[config.mk]
export PLATFORM = sky130hd
export DESIGN_NAME = rtcf_core
export DESIGN_NICKNAME = d
export VERILOG_FILES = /design/src/rtl/rtcf_pkg.sv /design/src/rtl/rtcf_core.sv /design/src/rtl/rtcf_bcd60.sv
export SDC_FILE = /design/constraint.sdc
export NUM_CORES = 1
export LEC_CHECK = 0
export ABC_AREA = 1
export BUFFER_PORTS_ARGS = -buffer_cell sky130_fd_sc_hd__buf_2
export CAP_MARGIN = 5
export CORE_MARGIN = 2
export CORE_UTILIZATION = 45
export DETAILED_ROUTE_END_ITERATION = 6
export SYNTH_ARGS = -nofsm -noshare
export SYNTH_HDL_FRONTEND = slang
export SYNTH_SLANG_ARGS = --single-unit
[constraint.sdc]
create_clock -name mclk_i -period 3.1 [get_ports mclk_i]
set_input_delay 0.465 -clock mclk_i [delete_from_list [all_inputs] [get_ports mclk_i]]
set_output_delay 0.465 -clock mclk_i [all_outputs]
set_load 0.005 [all_outputs]
[src/rtl/rtcf_pkg.sv]
// Constants and types shared by the status-flag and time-counter block
package rtcf_pkg;

    // ------------------------------------------------------------------
    // Register addresses
    // ------------------------------------------------------------------
    localparam logic [3:0] ADDR_SECONDS = 4'h0;
    localparam logic [3:0] ADDR_MINUTES = 4'h1;
    localparam logic [3:0] ADDR_OSC_ADJ = 4'h7;
    localparam logic [3:0] ADDR_CTRL1   = 4'he;
    localparam logic [3:0] ADDR_FLAGS   = 4'hf;

    // ------------------------------------------------------------------
    // Field positions of the status flag register
    // ------------------------------------------------------------------
    localparam int FLG_THR  = 7;
    localparam int FLG_VLOW = 6;
    localparam int FLG_SCR  = 5;
    localparam int FLG_HALT = 4;
    localparam int FLG_CLKD = 3;
    localparam int FLG_PIRQ = 2;
    localparam int FLG_WALM = 1;
    localparam int FLG_DALM = 0;

    // ------------------------------------------------------------------
    // Field positions of the first control register
    // ------------------------------------------------------------------
    localparam int C1_WEN  = 7;
    localparam int C1_DEN  = 6;
    localparam int C1_H24  = 5;
    localparam int C1_CLKD = 4;

    // ------------------------------------------------------------------
    // Values after reset
    // ------------------------------------------------------------------
    localparam logic [7:0] FLAGS_RESET   = 8'h10;
    localparam logic [7:0] CTRL1_RESET   = 8'h00;
    localparam logic [6:0] OSC_ADJ_RESET = 7'h00;
    localparam logic [6:0] BCD_RESET     = 7'h00;

    // ------------------------------------------------------------------
    // Crystal timing, counted in crystal edges (nearest whole edge)
    // ------------------------------------------------------------------
    localparam int XTAL_HZ           = 32768;
    localparam int SEC_DELAY_US      = 92;
    localparam int ALARM_DELAY_US    = 61;
    localparam int SEC_DELAY_TICKS   =
        (SEC_DELAY_US * XTAL_HZ + 500000) / 1000000;
    localparam int ALARM_DELAY_TICKS =
        (ALARM_DELAY_US * XTAL_HZ + 500000) / 1000000;
    localparam int DLY_W             = 2;
    localparam int DIV_W             = 15;
    localparam int DIV_1HZ_BIT       = 14;
    localparam int DIV_2HZ_BIT       = 13;

    // ------------------------------------------------------------------
    // Periodic interrupt modes
    // ------------------------------------------------------------------
    typedef enum logic [2:0] {
        CT_OFF     = 3'b000,
        CT_LOW     = 3'b001,
        CT_P2HZ    = 3'b010,
        CT_P1HZ    = 3'b011,
        CT_L_SEC   = 3'b100,
        CT_L_MIN   = 3'b101,
        CT_L_HOUR  = 3'b110,
        CT_L_MONTH = 3'b111
    } rtcf_ct_mode_t;

endpackage

[src/rtl/rtcf_core.sv]
// Status flags, control registers, divider and second/minute counters
//
// Functional notes
// - Pulse mode delays seconds increment about 92us
// - Seconds write clears divider; in pulse mode drives interrupt low
// - Flag register at Fh, 10h after halt
// - Threshold select bit drives detector threshold choice
// - Supply low sets sticky flag, stops monitoring
// - Writing 0 clears supply flag; 1 ignored
// - Free scratch bit, cleared on halt
// - Halt flag sets on stop, stays set
// - Halt detection only while chip enable low
// - Halt clears control registers, irq, enables clock
// - Writing 0 clears halt flag, rearms detection
// - Slow clock out gated by enables and pin
// - Periodic flag mirrors periodic interrupt pin drive
// - Level mode: writing 0 releases pin
// - Alarm flag about 61us after match, with pin
// - Writing 0 to alarm flag releases pin
// - Disabled alarm reads its flag as zero
// - Seconds, minutes BCD 00-59 with carry
// - Hour rollover carries into day counters
// - Seconds at 0h, top bit zero
// - Minutes at 1h, top bit zero
// - Level interrupt per period, with seconds increment
`timescale 1ns/10ps
`default_nettype none
module rtcf_core (
    input  wire logic       mclk_i,
    input  wire logic       reset_i,
    input  wire logic       xtal_clk_i,
    input  wire logic       ce_i,
    input  wire logic       osc_stopped_i,
    input  wire logic       supply_low_i,
    input  wire logic       clk_out_gate_pin_i,
    input  wire logic [3:0] reg_addr_i,
    input  wire logic [7:0] reg_wdata_i,
    input  wire logic       reg_wr_i,
    input  wire logic       reg_rd_i,
    input  wire logic       weekly_alarm_match_i,
    input  wire logic       daily_alarm_match_i,
    input  wire logic       hour_at_last_i,
    input  wire logic       month_last_day_i,
    output logic      [7:0] reg_rdata_o,
    output logic            irq_out_n_o,
    output logic            slow_clock_out_o,
    output logic            supply_threshold_sel_o,
    output logic            hour_24_mode_o,
    output logic            minute_carry_o,
    output logic            day_carry_o
);
    import rtcf_pkg::*;

    // ------------------------------------------------------------------
    // Declarations
    // ------------------------------------------------------------------
    logic [4:0]       sync1_ff;
    logic [4:0]       sync2_ff;
    logic             xtal_prev_ff;
    logic [DIV_W-1:0] div_ff;
    logic             pend_ff;
    logic [DLY_W-1:0] dly_ff;
    logic [7:0]       ctrl1_ff;
    logic [6:0]       osc_adj_ff;
    logic             thr_ff;
    logic             vlow_ff;
    logic             scratch_ff;
    logic             halt_ff;
    logic             clkd_a_ff;
    logic             level_ff;
    logic             pirq_ff;
    logic [1:0]       alm_pend_ff;
    logic [DLY_W-1:0] alm_dly_ff [2];
    logic [1:0]       alm_flag_ff;
    logic [7:0]       reg_rdata_ff;
    logic             irq_out_n_ff;
    logic             slow_clk_ff;
    logic             min_carry_ff;
    logic             day_carry_ff;

    // ------------------------------------------------------------------
    // Pin synchronisers: xtal, ce, osc stop, supply low, gate
    // ------------------------------------------------------------------
    always_ff @(posedge mclk_i or posedge reset_i) begin
        if (reset_i) begin
            sync1_ff     <= 5'h00;
            sync2_ff     <= 5'h00;
            xtal_prev_ff <= 1'b0;
        end else begin
            sync1_ff     <= {clk_out_gate_pin_i, supply_low_i,
                             osc_stopped_i, ce_i, xtal_clk_i};
            sync2_ff     <= sync1_ff;
            xtal_prev_ff <= sync2_ff[0];
        end
    end

    wire xtal_s  = sync2_ff[0];
    wire ce_s    = sync2_ff[1];
    wire stop_s  = sync2_ff[2];
    wire vlow_s  = sync2_ff[3];
    wire gate_s  = sync2_ff[4];
    wire tick    = xtal_s & ~xtal_prev_ff;

    // ------------------------------------------------------------------
    // Register write decode
    // ------------------------------------------------------------------
    wire sec_wr   = reg_wr_i & (reg_addr_i == ADDR_SECONDS);
    wire min_wr   = reg_wr_i & (reg_addr_i == ADDR_MINUTES);
    wire adj_wr   = reg_wr_i & (reg_addr_i == ADDR_OSC_ADJ);
    wire c1_wr    = reg_wr_i & (reg_addr_i == ADDR_CTRL1);
    wire flag_wr  = reg_wr_i & (reg_addr_i == ADDR_FLAGS);
    wire [7:0] wclr = {8{flag_wr}} & ~reg_wdata_i;

    wire rtcf_ct_mode_t ct_mode = rtcf_ct_mode_t'(ctrl1_ff[2:0]);
    wire pulse_mode = (ct_mode == CT_P2HZ) | (ct_mode == CT_P1HZ);
    wire level_mode = ctrl1_ff[2];
    wire [1:0] alm_en = {ctrl1_ff[C1_WEN], ctrl1_ff[C1_DEN]};

    // ------------------------------------------------------------------
    // Halt and supply detection
    // ------------------------------------------------------------------
    wire halt_set = ~halt_ff & ~ce_s & stop_s;
    wire vlow_set = ~vlow_ff & vlow_s;
    wire nxt_halt = halt_set |
                    (halt_ff & ~wclr[FLG_HALT]);
    wire nxt_vlow = ~halt_set & (vlow_set |
                    (vlow_ff & ~wclr[FLG_VLOW]));

    // ------------------------------------------------------------------
    // Sub-second divider and delayed second increment
    // ------------------------------------------------------------------
    wire [DIV_W-1:0] nxt_div = sec_wr ? {DIV_W{1'b0}} :
                               tick   ? DIV_W'(div_ff + 1'b1) : div_ff;
    wire sec_edge  = tick & (&div_ff) & ~sec_wr;
    wire dly_done  = pend_ff & tick &
                     (dly_ff == DLY_W'(SEC_DELAY_TICKS - 1));
    wire sec_inc   = ~sec_wr & ((sec_edge & ~pulse_mode) |
                     dly_done);

    always_ff @(posedge mclk_i or posedge reset_i) begin
        if (reset_i) begin
            div_ff  <= {DIV_W{1'b0}};
            pend_ff <= 1'b0;
            dly_ff  <= {DLY_W{1'b0}};
        end else begin
            div_ff  <= nxt_div;
            pend_ff <= ~sec_wr & ((sec_edge & pulse_mode) |
                       (pend_ff & ~dly_done));
            dly_ff  <= sec_edge ? {DLY_W{1'b0}} :
                       (tick ? DLY_W'(dly_ff + 1'b1) : dly_ff);
        end
    end

    // ------------------------------------------------------------------
    // Seconds and minutes counters
    // ------------------------------------------------------------------
    logic [6:0] sec_count;
    logic [6:0] min_count;
    logic       sec_wrap;
    logic       min_wrap;

    rtcf_bcd60 u_sec (
        .mclk_i     (mclk_i),
        .reset_i    (reset_i),
        .load_i     (sec_wr),
        .load_val_i (reg_wdata_i[6:0]),
        .inc_i      (sec_inc),
        .count_o    (sec_count),
        .wrap_o     (sec_wrap)
    );

    rtcf_bcd60 u_min (
        .mclk_i     (mclk_i),
        .reset_i    (reset_i),
        .load_i     (min_wr),
        .load_val_i (reg_wdata_i[6:0]),
        .inc_i      (sec_wrap),
        .count_o    (min_count),
        .wrap_o     (min_wrap)
    );

    wire day_carry = min_wrap & hour_at_last_i;

    // ------------------------------------------------------------------
    // Periodic interrupt
    // ------------------------------------------------------------------
    function automatic logic period_hit(input rtcf_ct_mode_t m,
                                        input logic s, input logic h,
                                        input logic mo);
        logic r;
        r = 1'b0;
        unique case (m)
            CT_L_SEC:   r = 1'b1;
            CT_L_MIN:   r = s;
            CT_L_HOUR:  r = h;
            CT_L_MONTH: r = mo;
            CT_OFF, CT_LOW, CT_P2HZ, CT_P1HZ: r = 1'b0;
        endcase
        return r;
    endfunction

    wire level_set = sec_inc & level_mode & period_hit(ct_mode,
                     sec_wrap, min_wrap,
                     day_carry & month_last_day_i);
    wire nxt_level = ~halt_set & level_mode & (level_set |
                     (level_ff & ~wclr[FLG_PIRQ]));
    wire nxt_pirq  = ~halt_set & ((ct_mode == CT_LOW) |
                     ((ct_mode == CT_P1HZ) & ~nxt_div[DIV_1HZ_BIT]) |
                     ((ct_mode == CT_P2HZ) & ~nxt_div[DIV_2HZ_BIT]) |
                     nxt_level);

    // ------------------------------------------------------------------
    // Alarm flags, set after a short crystal delay
    // ------------------------------------------------------------------
    wire [1:0] alm_match = {weekly_alarm_match_i, daily_alarm_match_i} &
                           alm_en;
    wire [1:0] alm_clr   = {wclr[FLG_WALM], wclr[FLG_DALM]};
    logic [1:0] alm_set;
    logic [1:0] nxt_alm_flag;

    always_comb begin
        for (int i = 0; i < 2; i++) begin
            alm_set[i] = alm_pend_ff[i] & tick &
                         (alm_dly_ff[i] ==
                          DLY_W'(ALARM_DELAY_TICKS - 1));
            nxt_alm_flag[i] = ~halt_set & (alm_set[i] |
                              (alm_flag_ff[i] & ~alm_clr[i]));
        end
    end

    always_ff @(posedge mclk_i or posedge reset_i) begin
        if (reset_i) begin
            alm_pend_ff <= 2'h0;
            alm_dly_ff  <= '{default: '0};
            alm_flag_ff <= 2'h0;
        end else begin
            for (int i = 0; i < 2; i++) begin
                alm_pend_ff[i] <= ~halt_set & (alm_match[i] |
                                  (alm_pend_ff[i] & ~alm_set[i]));
                alm_dly_ff[i]  <= alm_match[i] ? {DLY_W{1'b0}} :
                    (tick ? DLY_W'(alm_dly_ff[i] + 1'b1) : alm_dly_ff[i]);
            end
            alm_flag_ff <= nxt_alm_flag;
        end
    end

    // Pin drive uses next flag values so flag and pin move together
    wire nxt_irq = nxt_pirq |
                   (|(nxt_alm_flag & alm_en & {2{~halt_set}}));

    // ------------------------------------------------------------------
    // Control and flag registers
    // ------------------------------------------------------------------
    always_ff @(posedge mclk_i or posedge reset_i) begin
        if (reset_i) begin
            ctrl1_ff   <= CTRL1_RESET;
            osc_adj_ff <= OSC_ADJ_RESET;
            thr_ff     <= FLAGS_RESET[FLG_THR];
            scratch_ff <= FLAGS_RESET[FLG_SCR];
            clkd_a_ff  <= FLAGS_RESET[FLG_CLKD];
            halt_ff    <= FLAGS_RESET[FLG_HALT];
            vlow_ff    <= FLAGS_RESET[FLG_VLOW];
            level_ff   <= 1'b0;
            pirq_ff    <= 1'b0;
        end else begin
            if (halt_set) begin
                ctrl1_ff   <= CTRL1_RESET;
                osc_adj_ff <= OSC_ADJ_RESET;
                thr_ff     <= 1'b0;
                scratch_ff <= 1'b0;
                clkd_a_ff  <= 1'b0;
            end else begin
                if (c1_wr) begin
                    ctrl1_ff <= reg_wdata_i;
                end
                if (adj_wr) begin
                    osc_adj_ff <= reg_wdata_i[6:0];
                end
                if (flag_wr) begin
                    thr_ff     <= reg_wdata_i[FLG_THR];
                    scratch_ff <= reg_wdata_i[FLG_SCR];
                    clkd_a_ff  <= reg_wdata_i[FLG_CLKD];
                end
            end
            halt_ff  <= nxt_halt;
            vlow_ff  <= nxt_vlow;
            level_ff <= nxt_level;
            pirq_ff  <= nxt_pirq;
        end
    end

    // ------------------------------------------------------------------
    // Read mux
    // ------------------------------------------------------------------
    wire [7:0] flag_val = {thr_ff, vlow_ff, scratch_ff, halt_ff,
                           clkd_a_ff, pirq_ff,
                           alm_flag_ff & alm_en};
    wire [7:0] rd_val =
        (reg_addr_i == ADDR_SECONDS) ? {1'b0, sec_count} :
        (reg_addr_i == ADDR_MINUTES) ? {1'b0, min_count} :
        (reg_addr_i == ADDR_OSC_ADJ) ? {1'b0, osc_adj_ff} :
        (reg_addr_i == ADDR_CTRL1)   ? ctrl1_ff :
        (reg_addr_i == ADDR_FLAGS)   ? flag_val : 8'h00;

    wire clk_en = (~clkd_a_ff | ~ctrl1_ff[C1_CLKD]) & gate_s;

    // ------------------------------------------------------------------
    // Output registers
    // ------------------------------------------------------------------
    always_ff @(posedge mclk_i or posedge reset_i) begin
        if (reset_i) begin
            reg_rdata_ff <= 8'h00;
            irq_out_n_ff <= 1'b1;
            slow_clk_ff  <= 1'b0;
            min_carry_ff <= 1'b0;
            day_carry_ff <= 1'b0;
        end else begin
            if (reg_rd_i) begin
                reg_rdata_ff <= rd_val;
            end
            irq_out_n_ff <= ~nxt_irq;
            slow_clk_ff  <= xtal_s & clk_en;
            min_carry_ff <= min_wrap;
            day_carry_ff <= day_carry;
        end
    end

    assign reg_rdata_o            = reg_rdata_ff;
    assign irq_out_n_o            = irq_out_n_ff;
    assign slow_clock_out_o       = slow_clk_ff;
    assign supply_threshold_sel_o = thr_ff;
    assign hour_24_mode_o         = ctrl1_ff[C1_H24];
    assign minute_carry_o         = min_carry_ff;
    assign day_carry_o            = day_carry_ff;
endmodule
`default_nettype wire

[src/rtl/rtcf_bcd60.sv]
// BCD counter from 00 to 59 with load, used for seconds and minutes
`timescale 1ns/10ps
`default_nettype none
module rtcf_bcd60 (
    input  wire logic       mclk_i,
    input  wire logic       reset_i,
    input  wire logic       load_i,
    input  wire logic [6:0] load_val_i,
    input  wire logic       inc_i,
    output logic      [6:0] count_o,
    output logic            wrap_o
);
    import rtcf_pkg::*;

    logic [6:0] count_ff;
    logic [6:0] nxt_count;

    // ------------------------------------------------------------------
    // Next BCD value
    // ------------------------------------------------------------------
    function automatic logic [6:0] bcd60_next(input logic [6:0] v);
        logic [6:0] r;
        r = v;
        if (v == 7'h59) begin
            r = 7'h00;
        end else if (v[3:0] == 4'h9) begin
            r = {3'(v[6:4] + 3'h1), 4'h0};
        end else begin
            r = {v[6:4], 4'(v[3:0] + 4'h1)};
        end
        return r;
    endfunction

    // Load beats counting; wrap only on a real count
    assign wrap_o    = inc_i & ~load_i & (count_ff == 7'h59);
    assign nxt_count = load_i ? load_val_i :
                       inc_i  ? bcd60_next(count_ff) : count_ff;
    assign count_o   = count_ff;

    // Counter state
    always_ff @(posedge mclk_i or posedge reset_i) begin
        if (reset_i) begin
            count_ff <= BCD_RESET;
        end else begin
            count_ff <= nxt_count;
        end
    end
endmodule
`default_nettype wire

Word-level counts from Yosys, hierarchy flattened
Index checks and enable logic that the tools add are counted.
{"block": "totals", "reg_bits": 85, "inputBits": 25, "elab_cells": 196}
{"block": "classes", "add_sub_neg": 8, "eq_ne": 18, "mux": 32, "bitwise": 91, "reduce_logical": 18}
{"op": "7-bit two-way mux", "count": 10}
{"op": "8-bit two-way mux", "count": 7}
{"op": "1-bit bitwise AND", "count": 49}
{"op": "15-bit two-way mux", "count": 2}
{"op": "1-bit inverter", "count": 21}
{"op": "2-bit nonzero test", "count": 9}
{"op": "4-bit == test (second input constant)", "count": 4}
{"op": "15-bit by 1-bit adder with 15-bit output (second input constant)", "count": 1}
{"op": "1-bit OR", "count": 15}
{"op": "15-bit AND reduction", "count": 1}
{"op": "7-bit == test (second input constant)", "count": 2}
{"op": "3-bit == test (second input constant)", "count": 4}
{"op": "2-bit two-way mux", "count": 6}
{"op": "4-bit by 1-bit adder with 4-bit output (second input constant)", "count": 2}
{"op": "2-bit bitwise AND", "count": 4}
{"op": "7-bit bitwise AND", "count": 1}
{"op": "7-bit inverter", "count": 1}
{"op": "2-bit by 1-bit adder with 2-bit output (second input constant)", "count": 3}
{"op": "3-bit by 1-bit adder with 3-bit output (second input constant)", "count": 2}
{"op": "3-bit by 2-bit == test with 1-bit output (second input constant)", "count": 2}
{"op": "1-bit two-way mux", "count": 6}
{"op": "3-bit nonzero test", "count": 2}
{"op": "1-bit one-hot mux with 5 select lines", "count": 1}
{"op": "2-bit by 1-bit == test with 1-bit output (second input constant)", "count": 2}
{"op": "9 further kinds", "count": 10}

Longest topological paths before layout
{"block": "depth", "word_depth": 21, "ltp_mapped": 16, "depth_no_buf": 16}

By module
A second synthesis with hierarchy kept.
{"block": "hier_totals", "hier_cells": 526, "hier_area_um2": 4386.7}
{"module": "rtcf_core", "instances": 1, "cells_per_inst": 398, "area_per_inst_um2": 3378.2, "seq_area_each_um2": 1779.2}
{"module": "rtcf_bcd60", "instances": 2, "cells_per_inst": 64, "area_per_inst_um2": 504.2, "seq_area_each_um2": 175.2}

Worst setup path after synthesis
Ideal clock, no wire load.
{"block": "synth_path", "path_kind": "input-to-reg", "start": "input reg_addr_i[1]", "end": "register osc_adj_ff[0]", "setup_time_ns": 0.125, "arrival_time_ns": 1.556, "t_required_ns": 2.975, "slack_ns": 1.419, "cell_stages": 5, "cell_sequence": "nand2_1 nor3b_2 nand2_1 nand2_2 mux2_2"}
{"block": "synth_via", "elab_chain_cells": 3}
{"item": "from (decl)", "line_no": "rtcf_core.sv:36", "source": "input wire logic [3:0] reg_addr_i,"}
{"item": "4-bit by 3-bit == test with 1-bit output", "line_no": "rtcf_core.sv:109", "source": "wire adj_wr = reg_wr_i & (reg_addr_i == ADDR_OSC_ADJ);"}
{"item": "1-bit bitwise AND", "line_no": "rtcf_core.sv:109"}
{"item": "2-bit nonzero test (no source line)"}
{"item": "to (signal assigned)", "line_no": "rtcf_core.sv:277", "source": "osc_adj_ff <= reg_wdata_i[6:0];"}
{"item": "to (decl)", "line_no": "rtcf_core.sv:64", "source": "logic [6:0] osc_adj_ff;"}
Every way passes these cells.
A chain may end at the register's enable or synchronous reset.

Final worst setup path
{"block": "layout_path", "start": "register xtal_prev_ff", "end": "register irq_out_n_ff (netlist: irq_out_n_o)"}
{"block": "layout_via", "elab_chain_cells": 21, "word_cells_on_any_way": 43}
{"item": "from (decl)", "line_no": "rtcf_core.sv:59", "source": "logic xtal_prev_ff;"}
{"item": "from (signal assigned)", "line_no": "rtcf_core.sv:93", "source": "xtal_prev_ff <= sync2_ff[0];"}
{"item": "1-bit inverter (*)", "line_no": "rtcf_core.sv:102", "source": "wire tick = xtal_s & ~xtal_prev_ff;"}
{"item": "1-bit bitwise AND (*)", "line_no": "rtcf_core.sv:102"}
{"item": "1-bit bitwise AND (2 in series)", "line_no": "rtcf_core.sv:134", "source": "wire sec_edge = tick & (&div_ff) & ~sec_wr;"}
{"item": "1-bit bitwise AND", "line_no": "rtcf_core.sv:137", "source": "wire sec_inc = ~sec_wr & ((sec_edge & ~pulse_mode) |"}
{"item": "1-bit OR (*)", "line_no": "rtcf_core.sv:137"}
{"item": "1-bit bitwise AND (*)", "line_no": "rtcf_core.sv:137"}
{"item": "1-bit bitwise AND (*) (4 in series)", "line_no": "rtcf_bcd60.sv:35", "source": "assign wrap_o = inc_i & ~load_i & (count_ff == 7'h59);"}
{"item": "named net min_wrap", "line_no": "rtcf_core.sv:160", "source": "logic min_wrap;"}
{"item": "(+3 left out)"}
{"item": "1-bit bitwise AND (*)", "line_no": "rtcf_core.sv:202", "source": "wire level_set = sec_inc & level_mode & period_hit(ct_mode,"}
{"item": "1-bit OR (*)", "line_no": "rtcf_core.sv:205", "source": "wire nxt_level = ~halt_set & level_mode & (level_set |"}
{"item": "1-bit bitwise AND (*)", "line_no": "rtcf_core.sv:205"}
{"item": "1-bit OR (*)", "line_no": "rtcf_core.sv:209", "source": "((ct_mode == CT_P2HZ) & ~nxt_div[DIV_2HZ_BIT]) |"}
{"item": "1-bit bitwise AND (*)", "line_no": "rtcf_core.sv:207", "source": "wire nxt_pirq = ~halt_set & ((ct_mode == CT_LOW) |"}
{"item": "named net nxt_pirq", "line_no": "rtcf_core.sv:207"}
{"item": "1-bit OR (*)", "line_no": "rtcf_core.sv:248", "source": "wire nxt_irq = nxt_pirq |"}
{"item": "1-bit inverter (*)", "line_no": "rtcf_core.sv:321", "source": "irq_out_n_ff <= ~nxt_irq;"}
{"item": "to (signal assigned)", "line_no": "rtcf_core.sv:321"}
{"item": "to (decl)", "line_no": "rtcf_core.sv:76", "source": "logic irq_out_n_ff;"}
The timed path passes the listed nets; every way through them passes the cells marked *. The select of a mux whose other input is x is not followed.

==> metrics.txt <==
worst hold path class=input port to async pin; Ys Warns=0; die width=100.7 microns; RSZ-0062 raised after global routing=false; vias in the first global route=3228; peak supply drop=287.1 uV; Netlist cell types=44; Post-CTS Setup Bufs=0; Hold Violations, Final=0; R2R setup slack=0.88 ns; Clk Latency, worst-skew pair=0.36 ns; Avg Vias per Cell=5.292; status=complete, no violations; Switching Share=34.71%; # setup viols final=0; P_int=2.138 mW; Lkg Pwr=2.263 nW; max_slew headroom=58.62%; share of cells above drive strength 1=19.05%; first-pass GRT wire length=16180 microns; pwr/cell area=691.0 mW/mm^2; Worst Path Required=3.40 ns; Final min period=2.224 ns; sequential share of power=50.5%; async set-or-reset flop fraction in the synthesized netlist=100.0%; total global-route track usage=20.74%; number of buffer and inverter stages on the critical path=2; ANT nets after route=0; Cell Chain, Critical Path=inv_1 > nand2_1 > inv_1 > nand2_1 > nor2_2 > nand3_2 > nand2_2 > nand3_4 > nor2_4 > nand3_1 > nand3_1 > nand2_1 > nand2_1 > nand2_2 > nand2_2 > nor2_1; launch point of the worst reg-to-reg path=xtal_prev_ff$_DFF_PP0_; Post-Route Setup TNS=0 ns; FF-to-FF End=irq_out_n_o$_DFF_PP1_; critical path peak fanout=11; DP Area=0.004534 sq mm; Detailed Route WL=9561 microns; Crit path depth=16; fill count=896; Worst path max stage delay=0.37 ns; Gate Count Post-Synth=474; Final Slew Violations=0; # DRC=0; Max Cap Viol=0; Root Buffer=clkbuf_8; routed vias=3366; Detail Placement HPWL=7129 microns; switching pwr=1.137 mW; CTS tree=yes; Die ar.=0.01014 sq mm; delay-heaviest family, CP=simple AND/OR/NAND/NOR gates; CP arrival=2.52 ns; most frequent CP cell=nand2_1; critical path's slowest cell=dfrtp_1; Seq/Total Area, Yosys=50.59%; number of clock sinks=85; Util after Layout=51.77%; Setup WS pre-CTS=0.8667 ns; diode count=0; Core Region=0.009153 sq mm; skew final=0.01139 ns; Cell Rows=35; most common cell after layout, fill and taps aside=dfrtp_1; Die Y=100.7 microns; period utilisation layout=71.73%; largest net degree at the start of global routing=37; antenna violations before repair=0; synthesized area=0.004209 sq mm; drt first-iter violations=218; clk slew on worst S/H paths=0.09 ns; Final WS setup=0.8763 ns; Startpoint Class=register; H-tree Lvls=3; most frequent cells in the layout=dfrtp_1 (83), nand2_1 (75), inv_1 (62); Clock Power Share=25.1%; I/O pin count=39; syn_nets=511; Worst Setup Path Type=register to register; gpl congestion=0.9123; Mean Syn Cell Area=8.880 sq um; Final Cell Area=0.004738 sq mm; port buffer count=38; clk buf depth=2; DRT Pass-1 Iters=4; TritonCTS buffer count=9; CP Capture Type=register; starting density of the core=45.99%; Hold-fix buffers, CTS=0; total gr overflow=0; synth-to-layout area growth=12.57%; logic gate share of total power=24.4%; top_reg_cell synth=dfrtp_1; synthesized flop and latch total=85; Nets=557; post-cts repair resize count=0; Post-synth EDFFs=0; Worst R2R Path Depth=16; Max Fclk=449.7 MHz; worst-margin pin slew=0.6200 ns; WL/cell=15.03 microns
==> power by group through the flow <==
stage	registers, mW	clock network, mW	logic [mW]
detailed placement	1.67	0	0.797
global placement	1.67	0	0.779
CTS	1.65	0.853	0.803
finish	1.65	0.822	0.798
global route	1.70	0.897	0.932
floorplan	1.61	0	0.600
==> registers in the layout, indices dropped and copies added, names as in the netlist, 2 cells and up <==
name / cells
osc_adj_ff: 7
u_sec.count_o: 7
dly_ff: 2
reg_rdata_o: 8
u_min.count_o: 7
sync2_ff: 5
div_ff: 15
sync1_ff: 5
alm_flag_ff: 2
alm_pend_ff: 2
ctrl1_ff: 8
alm_dly_ff: 4
==> cell usage after synthesis (all sizes together), types with 5 or more instances <==
| master | n | area share (%) |
|---|---|---|
| nand2 | 84 | 8.0 |
| dfrtp | 83 | 49 |
| inv | 69 | 6.2 |
| nor2 | 53 | 5.9 |
| o21ai | 48 | 5.7 |
| a21oi | 26 | 3.1 |
| nand3 | 26 | 3.6 |
| ha | 12 | 3.6 |
| a31oi | 7 | 1.0 |
| mux2 | 7 | 1.9 |
| nand4 | 7 | 1.2 |
| buf | 6 | 0.92 |
| o22ai | 5 | 0.74 |
==> metrics by stage <==
step                      hold WS (ns)  instances  power [mW]
after global placement          0.3319        620       2.448
final                           0.1456        636       3.274
after global routing            0.1794        636       3.527
after floorplan                 0.3312        474       2.207
after detailed placement        0.3363        620       2.470
after CTS                       0.1575        636       3.309
==> how the worst max path moves through the flow <==
| stage | startpoint | slack (ns) | to |
|---|---|---|---|
| 6_report | xtal_prev_ff$_DFF_PP0_ | 0.88 | irq_out_n_o$_DFF_PP1_ |
| 5_1_grt | xtal_prev_ff$_DFF_PP0_ | 0.56 | u_min.count_o[6]$_DFFE_PP0P_ |
| 4_1_cts | xtal_prev_ff$_DFF_PP0_ | 0.83 | irq_out_n_o$_DFF_PP1_ |
| 3_5_place_dp | xtal_prev_ff$_DFF_PP0_ | 0.87 | irq_out_n_o$_DFF_PP1_ |
| 3_3_place_gp | reg_addr_i[3] | 0.92 | u_sec.count_o[4]$_DFFE_PP0P_ |
| 2_1_floorplan | reset_i | 0.44 | alm_dly_ff[0]$_DFFE_PP0P_ |
==> routing by layer <==
metal	up-vias	share of wire, %	GRT usage (%)
met5	-	0	0
met4	0	1.9	7.903
met3	13	4.1	3.329
met2	72	45	30.46
met1	1607	49	30.84
li1	1674	-	-
==> cell type report <==
cell class,instances,area [sq um],area share (%)
Clock inverter,7,80.08,1.690
Timing Repair Buffer,44,235.2,4.964
Sequential cell,85,2130,44.94
Multi-Input combinational cell,311,1770,37.36
Clock buffer,9,123.9,2.614
Inverter,69,260.3,5.492
Tap cell,111,138.9,2.931
==> cells by family (layout without fill, tap and decap cells) <==
kind of cell	Yosys count	after routing	synth area share [%]
buffers and inverters	78	129	7.343
muxes	7	7	1.873
xor gates and xnor gates	5	5	1.040
DFF	85	85	50.59
and+or+nand+nor	181	181	21.11
AOI/OAI and AO/OA	106	106	14.48
adders and majority gates	12	12	3.567
(Power assumes the default switching activity.)
